### src/verilog/cfg_bank_regs.vh
`ifndef CFG_BANK_REGS_VH
`define CFG_BANK_REGS_VH
`define ADDR_ADC_SETUP        8'h22
`define ADDR_AVERAGING_WINDOW 8'h23
`define ADDR_GENERAL_PIN      8'h24
`define RST_ADC_SETUP         8'h00
`define RST_AVERAGING_WINDOW  8'h00
`define RST_GENERAL_PIN       8'hF0
`define MASK_ADC_SETUP        8'h33
`define MASK_AVERAGING_WINDOW 8'h0F
`define MASK_GENERAL_PIN      8'hFF
`define BIT_REF_SELECT        5
`define BIT_SCALE_EN          4
`define MUX_MSB               1
`define MUX_ANALOG            2'h0
`define MUX_HALF_SUPPLY       2'h2
`define AVG_MSB               3
`define AVG_MAX_CODE          4'hB
`define BIT_POLARITY          7
`define PIN1_MSB              6
`define PIN1_LSB              4
`define BIT_INVERT_CHOP       3
`define PIN0_MSB              2
`define PIN0_LSB              0
`define FN_HIGHZ              3'h0
`define FN_INTR               3'h1
`define FN_DATA_READY         3'h2
`define FN_COMPANION          3'h3
`define FN_CHOP               3'h4
`define FN_LOW                3'h5
`define FN_HIGH               3'h6
`define FN_DEV_READY          3'h7
`define MODE_BURST_AVG        2'h1
`define MODE_CONT_AVG         2'h2
`define ROUTE_MIN             2'h1
`define ROUTE_MAX             2'h2
`define ROUTE_EITHER          2'h3
`define CHOP_CNT_W            12
`endif

### src/verilog/adc_setup_avg_pin_config_regs.v
`timescale 1ns/1ps
`default_nettype none
`include "cfg_bank_regs.vh"
// How it works
// Setup bit 5 picks reference pin or supply
// Scaling only when enabled and on analog inputs
// Mux code 0 analog, 2 half supply
// Host measures reference to supply ratio
// Averaging ratio is two to code plus one
// Ratio applies to continuous and burst modes
// Bit 7 sets companion enable polarity
// Pin1 function field routes eight sources
// Pin0 same codes, code 7 invalid
// Codes 5 and 6 drive static levels
// Bit 3 enables invert on chop
// Host never enables chop and companion together
// Reset values 0x00, 0x00, 0xF0
// Mode 1 burst, mode 2 continuous averaging
// Pin0 interrupt from routed threshold flags
// Chop toggles after window of samples
// Reserved writes ignored, invalid codes harmless
module adc_setup_avg_pin_config_regs (
  input  wire        sys_clk,          // 200 MHz clock
  input  wire        rst,              // Sync reset, active high
  input  wire        wr_en,            // Register write strobe
  input  wire [7:0]  addr,             // Register address
  input  wire [7:0]  wdata,            // Write data
  output wire [7:0]  rdata,            // Read data, one cycle later
  input  wire [1:0]  operating_mode,   // Operating mode select
  input  wire [1:0]  pin0_route,       // Pin0 interrupt route
  input  wire [1:0]  pin1_route,       // Pin1 interrupt route
  input  wire [3:0]  chopping_window_code, // Chop window code
  input  wire        min_intr,         // Minimum threshold event
  input  wire        max_intr,         // Maximum threshold event
  input  wire        data_ready,       // Data ready level
  input  wire        companion_req,    // Companion enable request
  input  wire        sample_done,      // One pulse per conversion
  input  wire        device_ready_flag, // Device ready level
  output reg         ref_use_supply,   // Reference from supply
  output reg         scaling_active,   // monitor_value scaling on
  output reg         mux_analog,       // Converter on analog inputs
  output reg         mux_half_supply,  // Converter on half supply
  output reg  [12:0] average_ratio,    // Averaging ratio, 0 if idle
  output reg         chopping_signal,  // Chop state
  output reg         pin0_out,         // Pin0 output level
  output reg         pin0_oe_n,        // Pin0 enable, low drives
  output reg         pin1_out,         // Pin1 output level
  output reg         pin1_oe_n         // Pin1 enable, low drives
);
  wire [7:0] setup_q;
  wire [7:0] avg_q;
  wire [7:0] pin_q;
  reg  [`CHOP_CNT_W-1:0] chop_cnt;
  reg  [`CHOP_CNT_W-1:0] chop_limit;
  reg        comp_level;
  reg        pin0_intr;
  reg        pin1_intr;
  reg        next_pin0;
  reg        next_pin0_oe_n;
  reg        next_pin1;
  reg        next_pin1_oe_n;

  // Usage notes for the next person on this block:
  // - Register writes reach the derived outputs two edges later,
  //   one edge for the store and one for the output flops.
  // - Invalid multiplexer codes leave both mux outputs low, so the
  //   converter path is parked rather than left half-connected.
  // - Pin0 code 7 floats the pin; pin1 code 7 shows device ready.
  // - Chop and companion on one pin pair is the host's duty to
  //   avoid; nothing here arbitrates between them.
  // - Averaging ratio reads zero outside the two averaging modes,
  //   which keeps the downstream filter idle in other modes.
  // - The chop counter only advances on sample pulses, so a slow
  //   sample rate stretches the chop period with it.

  cfg_reg_store u_store (
    .sys_clk (sys_clk),
    .rst     (rst),
    .wr_en   (wr_en),
    .addr    (addr),
    .wdata   (wdata),
    .rdata   (rdata),
    .setup_q (setup_q),
    .avg_q   (avg_q),
    .pin_q   (pin_q)
  );

  // Threshold flag selection shared by both pins
  function route_sel;
    input [1:0] route;
    input       mn;
    input       mx;
    begin
      case (route)
        `ROUTE_MIN:    route_sel = mn;
        `ROUTE_MAX:    route_sel = mx;
        `ROUTE_EITHER: route_sel = mn | mx;
        default:       route_sel = 1'b0;
      endcase
    end
  endfunction

  // Pin function decode; returns {oe_n, level}
  function [1:0] pin_fn;
    input [2:0] code;
    input       intr;
    input       invalid7;
    begin
      case (code)
        `FN_INTR:       pin_fn = {1'b0, intr};
        `FN_DATA_READY: pin_fn = {1'b0, data_ready};
        `FN_COMPANION:  pin_fn = {1'b0, comp_level};
        `FN_CHOP:       pin_fn = {1'b0, chopping_signal};
        `FN_LOW:        pin_fn = 2'h0;
        `FN_HIGH:       pin_fn = 2'h1;
        `FN_DEV_READY:  pin_fn = invalid7 ? 2'h2
                                  : {1'b0, device_ready_flag};
        default:        pin_fn = 2'h2;              // High impedance
      endcase
    end
  endfunction

  // Companion polarity and interrupt routing
  always @* begin
    comp_level = pin_q[`BIT_POLARITY] ? companion_req
                                      : ~companion_req;
    pin0_intr  = route_sel(pin0_route, min_intr, max_intr);
    pin1_intr  = route_sel(pin1_route, min_intr, max_intr);
    {next_pin1_oe_n, next_pin1} =
      pin_fn(pin_q[`PIN1_MSB:`PIN1_LSB], pin1_intr, 1'b0);
    {next_pin0_oe_n, next_pin0} =
      pin_fn(pin_q[`PIN0_MSB:`PIN0_LSB], pin0_intr, 1'b1);
  end

  // Chop window length; codes above 11 use the full counter range
  always @* begin
    if (chopping_window_code > `AVG_MAX_CODE)
      chop_limit = {`CHOP_CNT_W{1'b1}};
    else
      chop_limit = ({{(`CHOP_CNT_W-1){1'b0}}, 1'b1}
                    << chopping_window_code) - 1'b1;
  end

  // Setup decode; reset matches the cleared setup register
  always @(posedge sys_clk) begin
    if (rst) begin
      ref_use_supply  <= 1'b0;
      scaling_active  <= 1'b0;
      mux_analog      <= 1'b1;
      mux_half_supply <= 1'b0;
      average_ratio   <= 13'h0000;
    end else begin
      ref_use_supply  <= setup_q[`BIT_REF_SELECT];
      mux_analog      <= setup_q[`MUX_MSB:0] == `MUX_ANALOG;
      mux_half_supply <= setup_q[`MUX_MSB:0] == `MUX_HALF_SUPPLY;
      scaling_active  <= setup_q[`BIT_SCALE_EN] &&
                         setup_q[`MUX_MSB:0] == `MUX_ANALOG;
      // Ratio only meaningful in the two averaging modes
      if ((operating_mode == `MODE_BURST_AVG ||
           operating_mode == `MODE_CONT_AVG) &&
          avg_q[`AVG_MSB:0] <= `AVG_MAX_CODE)
        average_ratio <= 13'h0002 << avg_q[`AVG_MSB:0];
      else
        average_ratio <= 13'h0000;
    end
  end

  // Chop timer; kept apart so pin logic sees a clean level
  always @(posedge sys_clk) begin
    if (rst) begin
      chopping_signal <= 1'b0;
      chop_cnt        <= {`CHOP_CNT_W{1'b0}};
    end else begin
      // Toggle after the programmed count of samples
      if (sample_done) begin
        if (chop_cnt >= chop_limit) begin
          chop_cnt        <= {`CHOP_CNT_W{1'b0}};
          chopping_signal <= ~chopping_signal;
        end else begin
          chop_cnt <= chop_cnt + 1'b1;
        end
      end
    end
  end

  // Pin drivers; pins float during reset to avoid bus fights
  always @(posedge sys_clk) begin
    if (rst) begin
      pin0_out  <= 1'b0;
      pin0_oe_n <= 1'b1;
      pin1_out  <= 1'b0;
      pin1_oe_n <= 1'b1;
    end else begin
      // Invert-on-chop flips driven levels while chop is high
      pin0_out  <= next_pin0 ^ (pin_q[`BIT_INVERT_CHOP]
                   & chopping_signal & ~next_pin0_oe_n);
      pin0_oe_n <= next_pin0_oe_n;
      pin1_out  <= next_pin1 ^ (pin_q[`BIT_INVERT_CHOP]
                   & chopping_signal & ~next_pin1_oe_n);
      pin1_oe_n <= next_pin1_oe_n;
    end
  end
endmodule
`default_nettype wire

### src/verilog/cfg_reg_store.v
`timescale 1ns/1ps
`default_nettype none
`include "cfg_bank_regs.vh"
// Three-byte register store; read data registered
module cfg_reg_store (
  input  wire       sys_clk,  // Clock
  input  wire       rst,      // Sync reset
  input  wire       wr_en,    // Write strobe
  input  wire [7:0] addr,     // Register address
  input  wire [7:0] wdata,    // Write data
  output reg  [7:0] rdata,    // Registered read data
  output reg  [7:0] setup_q,  // adc_setup
  output reg  [7:0] avg_q,    // averaging_window
  output reg  [7:0] pin_q     // general_pin_setup
);
  // Reserved bits masked at write so they always read zero
  always @(posedge sys_clk) begin
    if (rst) begin
      setup_q <= `RST_ADC_SETUP;
      avg_q   <= `RST_AVERAGING_WINDOW;
      pin_q   <= `RST_GENERAL_PIN;
      rdata   <= 8'h00;
    end else begin
      if (wr_en && addr == `ADDR_ADC_SETUP)
        setup_q <= wdata & `MASK_ADC_SETUP;
      if (wr_en && addr == `ADDR_AVERAGING_WINDOW)
        avg_q <= wdata & `MASK_AVERAGING_WINDOW;
      if (wr_en && addr == `ADDR_GENERAL_PIN)
        pin_q <= wdata;
      case (addr)
        `ADDR_ADC_SETUP:        rdata <= setup_q;
        `ADDR_AVERAGING_WINDOW: rdata <= avg_q;
        `ADDR_GENERAL_PIN:      rdata <= pin_q;
        default:                rdata <= 8'h00;
      endcase
    end
  end
endmodule
`default_nettype wire
### config.mk
export PLATFORM = sky130hd
export DESIGN_NAME = adc_setup_avg_pin_config_regs
export DESIGN_NICKNAME = d
export VERILOG_FILES = /design/src/verilog/adc_setup_avg_pin_config_regs.v /design/src/verilog/cfg_reg_store.v
export VERILOG_INCLUDE_DIRS = /design/src /design/src/verilog
export SDC_FILE = /design/constraint.sdc
export NUM_CORES = 1
export LEC_CHECK = 0
export BUFFER_PORTS_ARGS = -buffer_cell sky130_fd_sc_hd__buf_2
export CORE_UTILIZATION = 35
export CTS_CLUSTER_SIZE = 14
export DETAILED_ROUTE_END_ITERATION = 7
export SLEW_MARGIN = 10
export SYNTH_ARGS = -nofsm -noshare
export SYNTH_HDL_FRONTEND = slang
export SYNTH_SLANG_ARGS = --single-unit
### constraint.sdc
create_clock -name sys_clk -period 3.41 [get_ports sys_clk]
set_input_delay 1.023 -clock sys_clk [delete_from_list [all_inputs] [get_ports sys_clk]]
set_output_delay 1.023 -clock sys_clk [all_outputs]
set_load 0.005 [all_outputs]
==> Implementation_results.wiki <==
{| class="wikitable"
! Metric !! Value
|-
| Post-detailed-route via-to-cell ratio || 4.881
|-
| DRC Markers || 0
|-
| Number of enable flip-flop cells after synthesis || 0
|-
| Max-slew violation total from the final report || 0
|-
| Clock Root Buffer || clkbuf_8
|-
| Number of violations reported at the end of detailed-routing iteration 0 || 109
|-
| Max Clock Freq || 0.3180 GHz
|-
| Full die area || 0.008018 mm2
|-
| Wirelength, routed || 5889 um
|-
| Outcome || finished, final reports clean
|-
| Critical path startpoint category || primary input
|-
| Overall Global Routing Usage || 0.1568
|-
| Antenna violations before repair || 0
|-
| Worst vdd ir || 0.2127 mV
|-
| Net count reported at finish || 426
|-
| Inserted Clock Buffers || 9
|-
| Post-route antenna net violation count || 0
|-
| Total number of clock tree sinks || 57
|-
| Cell-by-cell listing of the critical path || buf_2 > nor3_2 > nand2_1 > ha_1 > xnor2_2 > a21oi_1 > nor2_1 > a21oi_1 > ha_1 > nand4_1 > o221ai_2 > nand2_1 > o21ai_0 > mux2_2
|-
| Type of element capturing the critical path || flop
|-
| Gp weighted congestion || 0.8932
|-
| IO Port Bufs || 63
|-
| Vias in the first global route || 2081
|-
| Setup WS pre-CTS || -0.08387 ns
|-
| Worst path arrival time || 3.37 ns
|-
| Required time of the critical path || 3.63 ns
|-
| Cell leakage power || 1.445 nW
|-
| Total grt overflow || 0
|-
| Mean post-synth cell area || 8.738 um2
|-
| Wire length of the first global-routing pass || 9494 um
|-
| Post-CTS setup buffers || 0
|-
| Worst-case clock buffer depth || 2
|-
| R2R setup slack || 1.52 ns
|-
| Initial standard-cell utilization of the core || 0.3659
|-
| P per Cell Area || 476.4 mW/mm2
|-
| Die extent in x || 89.55 um
|-
| Unrepaired setup endpoints after global routing || false
|-
| Worst-path cell with the longest stage delay || mux2_2
|-
| Routed length per instance || 12.24 um
|-
| Io pins || 65
|-
| Post-synthesis cell area || 0.002683 mm2
|-
| Total count of hold-check failures in the final report || 0
|-
| Synth warnings || 0
|-
| Die H || 89.55 um
|-
| FP Rows || 31
|-
| Synthesized instance count || 307
|-
| Final period util || 0.9221
|-
| TritonCTS clock tree || built
|-
| CP max FO || 4
|-
| Count of maximum capacitance violations || 0
|-
| Proportion of layout cells with a drive suffix above 1 || 0.2565
|-
| Area grow syn2layout || 26.87%
|-
| Type of the worst min-delay path || reg2reg
|-
| Final critical-path setup slack || 0.2656 ns
|-
| HPWL after detailed placement || 4418 um
|-
| Final count of negative-setup-slack endpoints || 0
|-
| Number of library cell types mapped by synthesis || 49
|-
| Crit path time final || 3.144 ns
|-
| Clock tree skew after final layout || 0.01402 ns
|-
| Total inserted antenna cells || 0
|-
| Part of the Yosys area used for sequential elements || 0.4254
|-
| Post-Synthesis Net Count || 356
|-
| Layout Utilization || 0.4642
|-
| Maximum single-stage delay on the critical path || 0.35 ns
|-
| Pin count of the biggest net entering global routing || 24
|-
| Number of storage elements in the synthesis netlist || 57
|-
| Setup TNS || 0 ns
|-
| Top FF cell, synth || dfxtp_1
|-
| Worst Path Class, Setup || in2reg
|-
| Count of filler cells inserted in the layout || 735
|-
| Post-CTS clock slew at the launch and capture registers of the worst setup and hold paths || 0.07 ns
|-
| Pre-antenna DRT Iters || 4
|-
| Share of flip-flops with an asynchronous set or reset || 0
|-
| Skew-Pair Late Insertion Delay || 0.34 ns
|-
| Total number of vias || 2348
|-
| Core Area || 0.007331 mm2
|-
| H-tree levels || 3
|}
path summary, 6_finish.rpt:
kind         cells after the start                             from                         endpoint
max                             14          chopping_window_code[2]     chopping_signal$_SDFFE_PP0P_
min reg2reg                      2  u_store.setup_q[4]$_SDFFE_PP0P_  u_store.setup_q[4]$_SDFFE_PP0P_
max reg2reg                      8         chop_cnt[0]$_SDFFE_PP0P_         chop_cnt[1]$_SDFFE_PP0P_
min                              2  u_store.setup_q[4]$_SDFFE_PP0P_  u_store.setup_q[4]$_SDFFE_PP0P_
critical path: cells and delay by family:
family | cells | cell delay (ns)
AOI/OAI and AO/OA | 4 | 0.48
and+or+nand+nor | 5 | 0.68
adders and majority gates | 2 | 0.56
buffers and inverters | 1 | 0.11
xor gates and xnor gates | 1 | 0.17
muxes | 1 | 0.35
Yosys cell counts (6+ instances only):
cell      instances  area, um2
dfxtp_1          57       1141
nand2_1          39      146.4
nor2_1           35      131.4
a21oi_1          25      125.1
nand3_1          15      75.07
ha_1             14      175.2
nand2b_1          9      56.30
xor2_1            9      78.83
o21ai_0           8      40.04
clkbuf_1          7      26.28
a22oi_1           6      45.04
inv_1             6      22.52
nand4_1           6      37.54
nor3_1            6      30.03
per-stage QoR:
stage	instance area [um2]	hold WS [ns]	std cells	power (W)
after CTS	3387	0.4847	481	0.001640
after floorplan	2688	0.4370	307	0.0007466
after detailed placement	3122	0.4743	465	0.0007928
final	3403	0.4806	481	0.001621
after global routing	3403	0.5142	481	0.001689
after global placement	3122	0.4657	465	0.0007919
state kept, by name, summed over array words and instances (netlist names):
register,cells
u_store.setup_q,4
pin1_oe_n,1
pin0_out,1
mux_half_supply,1
pin0_oe_n,1
mux_analog,1
chop_cnt,12
scaling_active,1
average_ratio,12
pin1_out,1
u_store.avg_q,4
chopping_signal,1
u_store.pin_q,8
ref_use_supply,1
u_store.rdata,8
cells by family (layout without fill, tap and decap cells):
| group | Yosys count | after routing | share of synthesized area |
|---|---|---|---|
| simple gates | 139 | 139 | 0.2724 |
| compound gates | 57 | 57 | 0.1325 |
| flops | 57 | 57 | 0.4254 |
| buf+inv | 20 | 95 | 0.03825 |
| fa+ha+maj | 14 | 14 | 0.06530 |
| xor+xnor | 14 | 14 | 0.04571 |
| mux | 5 | 5 | 0.01912 |
| other cells | 1 | 1 | 0.001398 |
where the power goes:
part	internal (W)	switching (W)	leakage (nW)	total [W]
clock	0.000560	0.000281	0.130	0.000842
combinational	0.0000480	0.0000586	0.855	0.000107
sequential	0.000670	0.00000300	0.460	0.000673
total	0.00128	0.000343	1.45	0.00162
placed cells by master, fill, tap and decap left out, types with 10 or more instances in the layout:
cell / Yosys / final
buf_2: 3 / 63
dfxtp_1: 57 / 57
nand2_1: 39 / 39
nor2_1: 35 / 34
a21oi_1: 25 / 25
nand3_1: 15 / 15
ha_1: 14 / 14
buf_4: 1 / 10
routing by layer:
layer,vias up,track usage,share of wire
met5,-,0,0
met4,0,0.07648,0.016
met3,9,0.04063,0.060
met2,65,0.2321,0.45
met1,1047,0.2106,0.48
li1,1227,-,-
area by class of cell:
cell class / instances / area (um2) / area share
tap: 99 / 123.9 / 0.03640
inverter: 6 / 22.52 / 0.006618
clock buffer: 9 / 123.9 / 0.03640
multi-input combinational: 230 / 1460 / 0.4290
sequential: 57 / 1141 / 0.3353
timing repair buffer: 73 / 390.4 / 0.1147
clock inverter: 7 / 141.4 / 0.04154
timing repair:
item,in CTS,in global routing
resized for setup,0,3
endpoints found under the setup margin,0,1
hold buffers,0,0
Note: power is estimated with default switching activity, not from simulation.
